$ cat src/kms_defines.svh
// Register offsets, field positions, reset values and timing counts of the key matrix scanner.
`ifndef KMS_DEFINES_SVH
`define KMS_DEFINES_SVH

`define KMS_ADDR_COMBO0    8'h65
`define KMS_ADDR_COMBO1    8'h66
`define KMS_ADDR_COMBO2    8'h67
`define KMS_ADDR_KEY_DATA  8'h68
`define KMS_RD_UNMAPPED    8'h00

`define KMS_COMBO_RESET    8'hf8
`define KMS_COMBO_NONE     8'hf8
`define KMS_COMBO_ACT_MSB  7
`define KMS_COMBO_ACT_LSB  6
`define KMS_COMBO_ACT_SEL  2'b00
`define KMS_COMBO_ROW_MSB  5
`define KMS_COMBO_ROW_LSB  3
`define KMS_COMBO_COL_MSB  2
`define KMS_COMBO_COL_LSB  0

`define KMS_EVT_DOWN       1'b0
`define KMS_EVT_UP         1'b1
`define KMS_EVT_NO_KEY     8'hf8

`define KMS_SF_PHASE       4'h8
`define KMS_SF_RESET       8'hff
`define KMS_DED_RESET      3'h7

`define KMS_CLK_NS         10
`define KMS_TICK_NS        1000
`define KMS_TICK_CYC       (`KMS_TICK_NS / `KMS_CLK_NS)

`endif

$ cat src/kms_pkg.sv
// Types shared by the key matrix scanner files.
package kms_pkg;

	// Power mode reported by the system controller.
	typedef enum logic [1:0] {
		KMS_PWR_OPER,
		KMS_PWR_SLEEP,
		KMS_PWR_HIB
	} kms_pwr_t;

	// Event walker states.
	typedef enum logic [1:0] {
		KMS_WALK_IDLE,
		KMS_WALK_SLOT,
		KMS_WALK_NEW
	} kms_walk_t;

endpackage : kms_pkg

$ cat src/kms_debounce.sv
// Frame debouncer: a scan frame is accepted once it repeats a programmed number of times.
`timescale 1ns/1ps

module kms_debounce #(
	parameter int WIDTH = 72,
	parameter int CNT_W = 4
) (
	// Clock and reset
	input  wire logic             clock_i,
	input  wire logic             rst_n_i,
	// Raw frames
	input  wire logic             frame_i,
	input  wire logic [WIDTH-1:0] raw_i,
	input  wire logic [CNT_W-1:0] count_i,
	// Accepted frame
	output logic      [WIDTH-1:0] stable_o,
	output logic                  update_o
);

	logic [WIDTH-1:0] last_reg;
	logic [CNT_W-1:0] cnt_reg;

	// Count identical frames; a change restarts the count.
	always_ff @(posedge clock_i or negedge rst_n_i) begin
		if (!rst_n_i) begin
			last_reg <= '0;
			cnt_reg  <= '0;
			stable_o <= '0;
			update_o <= 1'b0;
		end else begin
			update_o <= 1'b0;
			if (frame_i) begin
				if (raw_i != last_reg) begin
					last_reg <= raw_i;
					cnt_reg  <= '0;
				end else if (cnt_reg != count_i) begin
					cnt_reg <= cnt_reg + 1'b1;
				end else begin
					stable_o <= raw_i;
					update_o <= 1'b1;
				end
			end
		end
	end

endmodule : kms_debounce

$ cat src/kms_event_fifo.sv
// Small key event memory with a registered head word.
`timescale 1ns/1ps

module kms_event_fifo #(
	parameter int WIDTH = 8,
	parameter int DEPTH = 8
) (
	// Clock and reset
	input  wire logic             clock_i,
	input  wire logic             rst_n_i,
	// Write side
	input  wire logic             push_i,
	input  wire logic [WIDTH-1:0] data_i,
	output logic                  full_o,
	// Read side
	input  wire logic             pop_i,
	output logic                  valid_o,
	output logic      [WIDTH-1:0] head_o
);

	localparam int AW = $clog2(DEPTH);

	logic [WIDTH-1:0] mem [DEPTH];
	logic [AW-1:0]    wr_ptr_reg;
	logic [AW-1:0]    rd_ptr_reg;
	logic [AW:0]      count_reg;
	logic             push_ok;
	logic             pop_ok;

	// Full pushes are dropped; empty pops are ignored.
	assign full_o  = (count_reg == (AW+1)'(DEPTH));
	assign push_ok = push_i && !full_o;
	assign pop_ok  = pop_i && (count_reg != '0);

	// Storage array, no reset needed.
	always_ff @(posedge clock_i) begin
		if (push_ok) begin
			mem[wr_ptr_reg] <= data_i;
		end
	end

	// Pointers and fill level.
	always_ff @(posedge clock_i or negedge rst_n_i) begin
		if (!rst_n_i) begin
			wr_ptr_reg <= '0;
			rd_ptr_reg <= '0;
			count_reg  <= '0;
		end else begin
			if (push_ok) begin
				wr_ptr_reg <= wr_ptr_reg + 1'b1;
			end
			if (pop_ok) begin
				rd_ptr_reg <= rd_ptr_reg + 1'b1;
			end
			count_reg <= count_reg + (AW+1)'(push_ok) - (AW+1)'(pop_ok);
		end
	end

	// Registered head word and its valid flag.
	always_ff @(posedge clock_i or negedge rst_n_i) begin
		if (!rst_n_i) begin
			valid_o <= 1'b0;
			head_o  <= '0;
		end else begin
			valid_o <= (count_reg != '0);
			head_o  <= mem[rd_ptr_reg];
		end
	end

endmodule : kms_event_fifo

$ cat src/kms_scanner.sv
// Key matrix scanner: row drive, column sampling, key events, combination and wake logic.
`timescale 1ns/1ps
`include "kms_defines.svh"

module kms_scanner import kms_pkg::*; #(
	parameter int TICK_CYC   = `KMS_TICK_CYC,
	parameter int FIFO_DEPTH = 8
) (
	// Clock and reset
	input  wire logic       clock_i,
	input  wire logic       rst_n_i,
	// Register port
	input  wire logic [7:0] reg_addr_i,
	input  wire logic [7:0] reg_wdata_i,
	input  wire logic       reg_wr_i,
	input  wire logic       reg_rd_i,
	output logic      [7:0] reg_rdata_o,
	// Keypad configuration
	input  wire logic       scanner_clock_enable_i,
	input  wire logic       scan_enable_i,
	input  wire logic [3:0] scan_count_i,
	input  wire logic [3:0] debounce_count_i,
	input  wire logic [2:0] dedicated_key_enable_i,
	input  wire logic [7:0] column_scan_enable_i,
	input  wire logic [7:0] row_scan_enable_i,
	input  wire logic       hibernate_wake_enable_i,
	// Power mode
	input  wire logic [1:0] power_mode_i,
	// Keypad pins
	input  wire logic [7:0] col_i,
	output logic      [7:0] row_o,
	output logic      [7:0] row_oe_n_o,
	output logic      [7:0] col_pullup_o,
	output logic      [7:0] row_dir_out_o,
	// Status and wake
	output logic            irq_o,
	output logic            wake_o,
	output logic            sleep_req_o,
	output logic            hib_return_o,
	output logic      [7:0] sf_key_up_o,
	output logic      [2:0] ded_key_up_o
);

	localparam int TW = $clog2(TICK_CYC + 1);

	logic            rst_q1;
	logic            rst_n;
	logic [7:0]      combo_mask_reg [3];
	logic [63:0]     combo_bits [3];
	logic [2:0]      combo_act;
	logic [63:0]     combo_vec;
	logic            combo_hit;
	logic            combo_prev_reg;
	logic            combo_pending_reg;
	logic            combo_rise;
	logic [TW-1:0]   tick_cnt_reg;
	logic            tick_reg;
	logic [3:0]      phase_reg;
	logic [3:0]      settle_reg;
	logic [63:0]     frame_raw_reg;
	logic [7:0]      sf_raw_reg;
	logic            frame_done_reg;
	logic [71:0]     stable;
	logic            upd;
	logic [63:0]     eff;
	logic [7:0]      col_low;
	logic [7:0]      mat_cols;
	logic            scanning;
	logic            in_hib;
	logic            in_sleep;
	logic [7:0]      drive_mask;
	kms_walk_t       walk_reg;
	logic [5:0]      idx_reg;
	logic [63:0]     eff_snap_reg;
	logic [7:0]      sf_snap_reg;
	logic [2:0]      slot_vld_reg;
	logic [5:0]      slot_key_reg [3];
	logic [5:0]      sk;
	logic            push;
	logic [7:0]      push_data;
	logic            in_slot;
	logic            free_hit;
	logic [1:0]      free_sel;
	logic            fifo_full;
	logic            fifo_valid;
	logic [7:0]      fifo_head;
	logic            advance;
	logic            key_down_evt;
	logic            data_rd;
	logic            hib_probe_reg;

	// Reset release through two flip-flops.
	always_ff @(posedge clock_i or negedge rst_n_i) begin
		if (!rst_n_i) begin
			rst_q1 <= 1'b0;
			rst_n  <= 1'b0;
		end else begin
			rst_q1 <= 1'b1;
			rst_n  <= rst_q1;
		end
	end

	assign col_low  = ~col_i & column_scan_enable_i;
	assign mat_cols = col_low & ~{5'h00, dedicated_key_enable_i};
	assign scanning = scanner_clock_enable_i && scan_enable_i;
	assign in_hib   = (power_mode_i == KMS_PWR_HIB);
	assign in_sleep = (power_mode_i == KMS_PWR_SLEEP);
	assign eff      = stable[63:0] & ~{8{stable[71:64]}};

	// Base tick divider for the scan sequencer.
	always_ff @(posedge clock_i or negedge rst_n) begin
		if (!rst_n) begin
			tick_cnt_reg <= '0;
			tick_reg     <= 1'b0;
		end else if (!scanning || tick_cnt_reg == TW'(TICK_CYC - 1)) begin
			tick_cnt_reg <= '0;
			tick_reg     <= scanning;
		end else begin
			tick_cnt_reg <= tick_cnt_reg + 1'b1;
			tick_reg     <= 1'b0;
		end
	end

	// settle ticks per row from the scan count; a ninth phase reads special keys.
	always_ff @(posedge clock_i or negedge rst_n) begin
		if (!rst_n) begin
			phase_reg      <= '0;
			settle_reg     <= '0;
			frame_raw_reg  <= '0;
			sf_raw_reg     <= '0;
			frame_done_reg <= 1'b0;
		end else begin
			frame_done_reg <= 1'b0;
			if (!scanning) begin
				phase_reg  <= '0;
				settle_reg <= '0;
			end else if (tick_reg) begin
				if (settle_reg < scan_count_i) begin
					settle_reg <= settle_reg + 1'b1;
				end else begin
					settle_reg <= '0;
					if (phase_reg == `KMS_SF_PHASE) begin
						sf_raw_reg     <= mat_cols;
						phase_reg      <= '0;
						frame_done_reg <= 1'b1;
					end else begin
						frame_raw_reg[{phase_reg[2:0], 3'b000} +: 8] <=
							row_scan_enable_i[phase_reg[2:0]] ? mat_cols : 8'h00;
						phase_reg <= phase_reg + 1'b1;
					end
				end
			end
		end
	end

	// all enabled rows low while hibernate wake is armed.
	always_comb begin
		drive_mask = 8'h00;
		if (in_hib && hibernate_wake_enable_i) begin
			drive_mask = 8'hff;
		end else if (scanning && phase_reg != `KMS_SF_PHASE) begin
			drive_mask = 8'h01 << phase_reg[2:0];
		end
	end

	// pin direction, pull-ups and row drive.
	always_ff @(posedge clock_i or negedge rst_n) begin
		if (!rst_n) begin
			row_o         <= 8'h00;
			row_oe_n_o    <= 8'hff;
			col_pullup_o  <= 8'h00;
			row_dir_out_o <= 8'h00;
		end else begin
			row_o         <= 8'h00;
			row_oe_n_o    <= ~(row_scan_enable_i & drive_mask);
			col_pullup_o  <= column_scan_enable_i;
			row_dir_out_o <= row_scan_enable_i;
		end
	end

	// Debounce the whole matrix together with the special key line.
	kms_debounce #(
		.WIDTH (72),
		.CNT_W (4)
	) u_debounce (
		.clock_i  (clock_i),
		.rst_n_i  (rst_n),
		.frame_i  (frame_done_reg),
		.raw_i    ({sf_raw_reg, frame_raw_reg}),
		.count_i  (debounce_count_i),
		.stable_o (stable),
		.update_o (upd)
	);

	// dedicated keys follow their pins whenever clocked.
	always_ff @(posedge clock_i or negedge rst_n) begin
		if (!rst_n) begin
			ded_key_up_o <= `KMS_DED_RESET;
			sf_key_up_o  <= `KMS_SF_RESET;
		end else if (scanner_clock_enable_i) begin
			ded_key_up_o <= ~(col_low[2:0] & dedicated_key_enable_i);
			if (upd) begin
				sf_key_up_o <= ~stable[71:64];
			end
		end
	end

	// Combination masks and their decoded key vectors.
	for (genvar i = 0; i < 3; i++) begin : g_combo
		always_ff @(posedge clock_i or negedge rst_n) begin
			if (!rst_n) begin
				combo_mask_reg[i] <= `KMS_COMBO_RESET;
			end else if (reg_wr_i && reg_addr_i == (`KMS_ADDR_COMBO0 + 8'(i))) begin
				combo_mask_reg[i] <= reg_wdata_i;
			end
		end
		assign combo_act[i] = (combo_mask_reg[i][`KMS_COMBO_ACT_MSB:`KMS_COMBO_ACT_LSB]
			== `KMS_COMBO_ACT_SEL) && (combo_mask_reg[i] != `KMS_COMBO_NONE);
		// row and column select one key.
		assign combo_bits[i] = combo_act[i] ? (64'h1 << {
			combo_mask_reg[i][`KMS_COMBO_ROW_MSB:`KMS_COMBO_ROW_LSB],
			combo_mask_reg[i][`KMS_COMBO_COL_MSB:`KMS_COMBO_COL_LSB]}) : 64'h0;
	end

	assign combo_vec  = combo_bits[0] | combo_bits[1] | combo_bits[2];
	// all programmed keys and nothing else.
	assign combo_hit  = (combo_vec != 64'h0) && ((eff & combo_vec) == combo_vec)
		&& ((eff & ~combo_vec) == 64'h0);
	assign combo_rise = upd && combo_hit && !combo_prev_reg;

	// Event walker decode: old slots first, then new presses.
	always_comb begin
		push      = 1'b0;
		push_data = `KMS_EVT_NO_KEY;
		in_slot   = 1'b0;
		free_hit  = 1'b0;
		free_sel  = 2'd0;
		sk        = slot_key_reg[idx_reg[1:0]];
		for (int k = 0; k < 3; k++) begin
			if (slot_vld_reg[k] && slot_key_reg[k] == idx_reg) begin
				in_slot = 1'b1;
			end
			if (!slot_vld_reg[k] && !free_hit) begin
				free_hit = 1'b1;
				free_sel = 2'(k);
			end
		end
		case (walk_reg)
			KMS_WALK_SLOT: begin
				if (slot_vld_reg[idx_reg[1:0]] && !eff_snap_reg[sk]) begin
					push      = 1'b1;
					push_data = sf_snap_reg[sk[2:0]] ? `KMS_EVT_NO_KEY
						: {`KMS_EVT_UP, 1'b0, sk};
				end
			end
			KMS_WALK_NEW: begin
				// new press while a slot is free.
				if (eff_snap_reg[idx_reg] && !in_slot && free_hit) begin
					push      = 1'b1;
					push_data = {`KMS_EVT_DOWN, 1'b0, idx_reg};
				end
			end
			default: begin
				push = 1'b0;
			end
		endcase
	end

	assign advance      = !fifo_full;
	assign key_down_evt = push && advance && (walk_reg == KMS_WALK_NEW);

	// Event walker sequence and key slots.
	always_ff @(posedge clock_i or negedge rst_n) begin
		if (!rst_n) begin
			walk_reg     <= KMS_WALK_IDLE;
			idx_reg      <= '0;
			eff_snap_reg <= '0;
			sf_snap_reg  <= '0;
			slot_vld_reg <= '0;
			for (int k = 0; k < 3; k++) begin
				slot_key_reg[k] <= '0;
			end
		end else begin
			case (walk_reg)
				KMS_WALK_IDLE: begin
					if (upd) begin
						eff_snap_reg <= eff;
						sf_snap_reg  <= stable[71:64];
						idx_reg      <= '0;
						walk_reg     <= KMS_WALK_SLOT;
					end
				end
				KMS_WALK_SLOT: begin
					if (advance) begin
						if (push) begin
							slot_vld_reg[idx_reg[1:0]] <= 1'b0;
						end
						idx_reg  <= (idx_reg == 6'd2) ? 6'd0 : idx_reg + 1'b1;
						walk_reg <= (idx_reg == 6'd2) ? KMS_WALK_NEW : KMS_WALK_SLOT;
					end
				end
				KMS_WALK_NEW: begin
					if (advance) begin
						if (push) begin
							slot_vld_reg[free_sel] <= 1'b1;
							slot_key_reg[free_sel] <= idx_reg;
						end
						idx_reg <= idx_reg + 1'b1;
						if (idx_reg == 6'd63) begin
							walk_reg <= KMS_WALK_IDLE;
						end
					end
				end
				default: begin
					walk_reg <= KMS_WALK_IDLE;
				end
			endcase
		end
	end

	// Unread key events.
	kms_event_fifo #(
		.WIDTH (8),
		.DEPTH (FIFO_DEPTH)
	) u_event_fifo (
		.clock_i (clock_i),
		.rst_n_i (rst_n),
		.push_i  (push && advance),
		.data_i  (push_data),
		.full_o  (fifo_full),
		.pop_i   (data_rd && fifo_valid),
		.valid_o (fifo_valid),
		.head_o  (fifo_head)
	);

	assign data_rd = reg_rd_i && (reg_addr_i == `KMS_ADDR_KEY_DATA);

	// Register reads; a key data read takes one event.
	always_ff @(posedge clock_i or negedge rst_n) begin
		if (!rst_n) begin
			reg_rdata_o <= 8'h00;
		end else if (reg_rd_i) begin
			case (reg_addr_i)
				`KMS_ADDR_COMBO0:   reg_rdata_o <= combo_mask_reg[0];
				`KMS_ADDR_COMBO1:   reg_rdata_o <= combo_mask_reg[1];
				`KMS_ADDR_COMBO2:   reg_rdata_o <= combo_mask_reg[2];
				`KMS_ADDR_KEY_DATA: reg_rdata_o <= fifo_valid ? fifo_head : `KMS_EVT_NO_KEY;
				default:            reg_rdata_o <= `KMS_RD_UNMAPPED;
			endcase
		end
	end

	// combination flag; a new hit wins over the clearing read.
	always_ff @(posedge clock_i or negedge rst_n) begin
		if (!rst_n) begin
			combo_prev_reg    <= 1'b0;
			combo_pending_reg <= 1'b0;
		end else begin
			if (upd) begin
				combo_prev_reg <= combo_hit;
			end
			if (combo_rise) begin
				combo_pending_reg <= 1'b1;
			end else if (data_rd) begin
				combo_pending_reg <= 1'b0;
			end
		end
	end

	always_ff @(posedge clock_i or negedge rst_n) begin
		if (!rst_n) begin
			irq_o <= 1'b0;
		end else begin
			irq_o <= fifo_valid || combo_pending_reg;
		end
	end

	// wake requests from sleep and hibernate.
	always_ff @(posedge clock_i or negedge rst_n) begin
		if (!rst_n) begin
			wake_o        <= 1'b0;
			sleep_req_o   <= 1'b0;
			hib_return_o  <= 1'b0;
			hib_probe_reg <= 1'b0;
		end else begin
			wake_o       <= 1'b0;
			sleep_req_o  <= 1'b0;
			hib_return_o <= 1'b0;
			if (in_hib && hibernate_wake_enable_i && scanner_clock_enable_i
				&& (col_low != 8'h00) && !hib_probe_reg) begin
				sleep_req_o   <= 1'b1;
				hib_probe_reg <= 1'b1;
			end else if (in_sleep && (key_down_evt || combo_rise)) begin
				wake_o        <= 1'b1;
				hib_probe_reg <= 1'b0;
			end else if (in_sleep && hib_probe_reg && upd && stable == 72'h0) begin
				hib_return_o  <= 1'b1;
				hib_probe_reg <= 1'b0;
			end else if (power_mode_i == KMS_PWR_OPER) begin
				hib_probe_reg <= 1'b0;
			end
		end
	end

endmodule : kms_scanner

$ cat config.mk
export PLATFORM = sky130hd
export DESIGN_NAME = kms_scanner
export DESIGN_NICKNAME = d
export VERILOG_FILES = /design/src/kms_pkg.sv /design/src/kms_debounce.sv /design/src/kms_event_fifo.sv /design/src/kms_scanner.sv
export VERILOG_INCLUDE_DIRS = /design/src
export SDC_FILE = /design/constraint.sdc
export NUM_CORES = 1
export LEC_CHECK = 0
export BUFFER_PORTS_ARGS = -buffer_cell sky130_fd_sc_hd__buf_2
export CORE_MARGIN = 2
export CORE_UTILIZATION = 35
export DETAILED_ROUTE_END_ITERATION = 16
export PLACE_DENSITY = 0.59
export SLEW_MARGIN = 0
export SYNTH_ARGS = -nofsm -noshare
export SYNTH_HDL_FRONTEND = slang
export SYNTH_SLANG_ARGS = --single-unit
$ cat constraint.sdc
create_clock -name clock_i -period 37.9 [get_ports clock_i]
set_input_delay 3.79 -clock clock_i [delete_from_list [all_inputs] [get_ports clock_i]]
set_output_delay 3.79 -clock clock_i [all_outputs]
set_load 0.01 [all_outputs]
==> flow_summary.toml <==
[cts]
cts_resized = 0
cts.sinks = 498
postCtsHoldBufs = 0
ctsRootBufferMaster = "clkbuf_16"
ctsLongestPathBuffers = 3
cts_made_buffers = 53
path_clk_slew_ps = 60
cts_tree = "built"
htreeDepth = 2
post-cts-setup-buffers = 0
clock_latency_ps = 640

[drt]
drt.antenna.violating_nets = 0
routed_wl_um = 97870
wl_met1_um = 42330
routedWlPerCell_um = 27.65
top_layer_used = "met4"
drtIter0Drc = 2177
vias_per_cell = 5.819
vias = 20601
first_pass_iters = 6
wl_met2_um = 46440
route.met3.wl_um = 5403
drc_errors = 0

[worst_setup_path]
cpPeakStageDelay_ps = 740
cp_slowest_cell = "nor4_1"
r2r_setup_slack_ps = 32800
path_max_fanout = 10
critical_path.top_delay_family = "simple AND/OR/NAND/NOR gates"
reg2reg_depth = 14
rr_startpoint = "idx_reg[0]"
path_cells = "buf_2 > inv_1 > ha_1 > a21o_1 > a21o_1 > a21oi_1 > nand2b_1 > nor4_1 > nand3b_1 > mux2_2"
r2r_end = "slot_key_reg[14]"
cpMostUsedCell = "a21o_1"
cp.required_ps = 38420
crit_path_end_kind = "flop"
crit_buf_inv = 2
startpoint_type = "input pin"
critical_path_arrival_ps = 6560
crit_type = "input pin to flop"

[floorplan]
fp.dieH_um = 278.9
io_pins = 115
rows = 100
start_util_pct = 35.46
design.core.area_sq_um = 74570
die_area_sq_um = 77770
die_width_um = 278.9

[global_routing]
gr-total-overflow = 0
grt_pass1_vias = 20741
grt_max_degree = 109
gr-usage-all-layers_pct = 25.04
antenna_found_initial = 1
grt_pass1_wl_um = 144100

[sta]
rsz0062_at_grt = "false"
max_freq_ghz = 0.1657
fin_crit_sh_pct = 15.93
skew_ps = 35.62
worst_pin_slew_ps = 1285
slew_violations = 0
hold_viol_final = 0
fin_crit_ps = 6036
relSlewSlack_pct = 14.32
setup_viol = 0
setup-tns-final_ps = 0

[synth]
synthArstFlopShare_pct = 87.15
ys_types = 98
syn-mean-instance-area_sq_um = 10.84
ys_seq_area_share_pct = 48.50
synth_area_sq_um = 26440
yosys_warnings = 0
netlist_instances = 2440
synth_edf_count = 64
synth_seq_cells = 498
synth-main-ff-cell = "dfrtp_1"

[place]
placedInstanceArea_sq_um = 28130
placement.io_buffers = 106
dp_hpwl_um = 73950
gp_congestion = 0.9771

[layout]
register_area_sq_um = 12830
multi_input_area_sq_um = 12950
nets = 2620
drive_gt1_share_pct = 23.35
syn_to_final_growth_pct = 13.23
fin_area_sq_um = 29940
postLayoutCoreUtil_pct = 40.15
n_fill_cell = 7215

[power_and_ir_drop]
p_per_area_nw_per_um2 = 44.11
leakagePower_nw = 13.28
ir_worst_vdd_mv = 0.03936

[hold_path]
hp-start = "rst_q1"
hold_path_depth = 0
holdPathEnd = "rst_n"
hp-class = "flop to flop"

[flow_run]
drv_cap = 0

[run_status]
outcome = "finished, final reports clean"
==> worst reg2reg max path, delay by kind of cell (launching register included) <==
family / cells / cell delay, ps
AO/OA/AOI/OAI: 5 / 1610
buffers and inverters: 4 / 1130
multiplexers: 2 / 780
AND/OR/NAND/NOR: 2 / 740
flip-flops: 1 / 390
adder cells (fa/ha/maj): 1 / 330
==> cell usage in the layout, fill, tap and decap left out, types with 57 or more instances in the layout <==
| master | n |
|---|---|
| nand2_1 | 370 |
| edfxtp_1 | 64 |
| buf_4 | 57 |
| mux2_2 | 227 |
| o21ai_0 | 111 |
| buf_2 | 106 |
| xnor2_1 | 76 |
| nand3_1 | 68 |
| dfrtp_1 | 398 |
| nor2_1 | 84 |
==> how the worst max path moves through the flow <==
stage	slack, ps	startpoint	depth (start not counted)	end
floorplan	24970	rst_n	0	col_pullup_o[0]
global placement	31320	scan_count_i[1]	10	frame_raw_reg[39]
detailed placement	31290	scan_count_i[1]	10	frame_raw_reg[22]
CTS	31960	scan_count_i[1]	10	frame_raw_reg[53]
global route	31720	scan_count_i[1]	10	frame_raw_reg[53]
finish	31860	scan_count_i[1]	10	frame_raw_reg[49]
==> cell families (layout without fill, tap and decap cells) <==
family                   after synthesis  after routing  share of synthesized area (%)
buffers and inverters                186            309                          2.967
AO/OA/AOI/OAI                        386            386                          10.21
multiplexers                         300            300                          14.15
XOR/XNOR                             120            120                          3.974
other                                  2             10                        0.02840
adder cells (fa/ha/maj)               32             32                          1.542
flip-flops                           498            498                          48.50
AND/OR/NAND/NOR                      916            916                          18.64
==> final cells by class <==
class | instances | share of cell area, %
antenna | 1 | 0.008357
clock buffer | 78 | 5.144
clock inverter | 19 | 0.8901
inverter | 49 | 0.6143
multi-input combinational | 1763 | 43.25
sequential | 498 | 42.85
tap | 969 | 4.049
timing repair buffer | 163 | 3.201
==> metal layers <==
layer	global-route usage [%]	vias to the layer above
li1	-	9122
met1	33.75	10541
met2	41.26	779
met3	3.406	159
met4	8.974	0
met5	0	-
==> synthesized netlist by cell type (all sizes together) (23+ instances only) <==
library cell | n | area, sq um
inv | 48 | 180.2
mux2i | 37 | 374.1
mux4 | 36 | 810.8
edfxtp | 64 | 1922
nand4 | 39 | 244.0
buf | 48 | 265.3
and2 | 28 | 175.2
nand2 | 371 | 1393
xnor2 | 76 | 665.6
and3 | 23 | 143.9
a22oi | 23 | 172.7
nor4b | 24 | 260.3
nor2 | 85 | 326.6
nand2b | 46 | 287.8
nor3 | 30 | 155.1
clkbuf | 89 | 335.3
a21oi | 47 | 235.2
nor2b | 44 | 275.3
o21ai | 116 | 588.1
nor4 | 60 | 457.9
mux2 | 227 | 2556
ha | 31 | 387.9
dfrtp | 400 | 10010
nand3 | 69 | 345.3
dfstp | 34 | 893.4
xor2 | 44 | 385.4
==> stage by stage <==
stage	hold WS, ps	total power, W	instances	worst slack (ps)
floorplan	331.2	0.0007283	2447	24970
global placement	339.8	0.0007878	3442	31320
detailed placement	343.3	0.0007938	3442	31290
CTS	364.2	0.001332	3539	31960
global route	372.2	0.001376	3539	31720
finish	358.3	0.001321	3540	31860
==> report_power, final <==
part | leakage [nW] | internal [W] | switching (W)
clock | 0.869 | 0.000311 | 0.000224
sequential | 6.38 | 0.000573 | 0.0000194
combinational | 6.03 | 0.0000633 | 0.000130
total | 13.3 | 0.000947 | 0.000374
(Power assumes the default switching activity.)
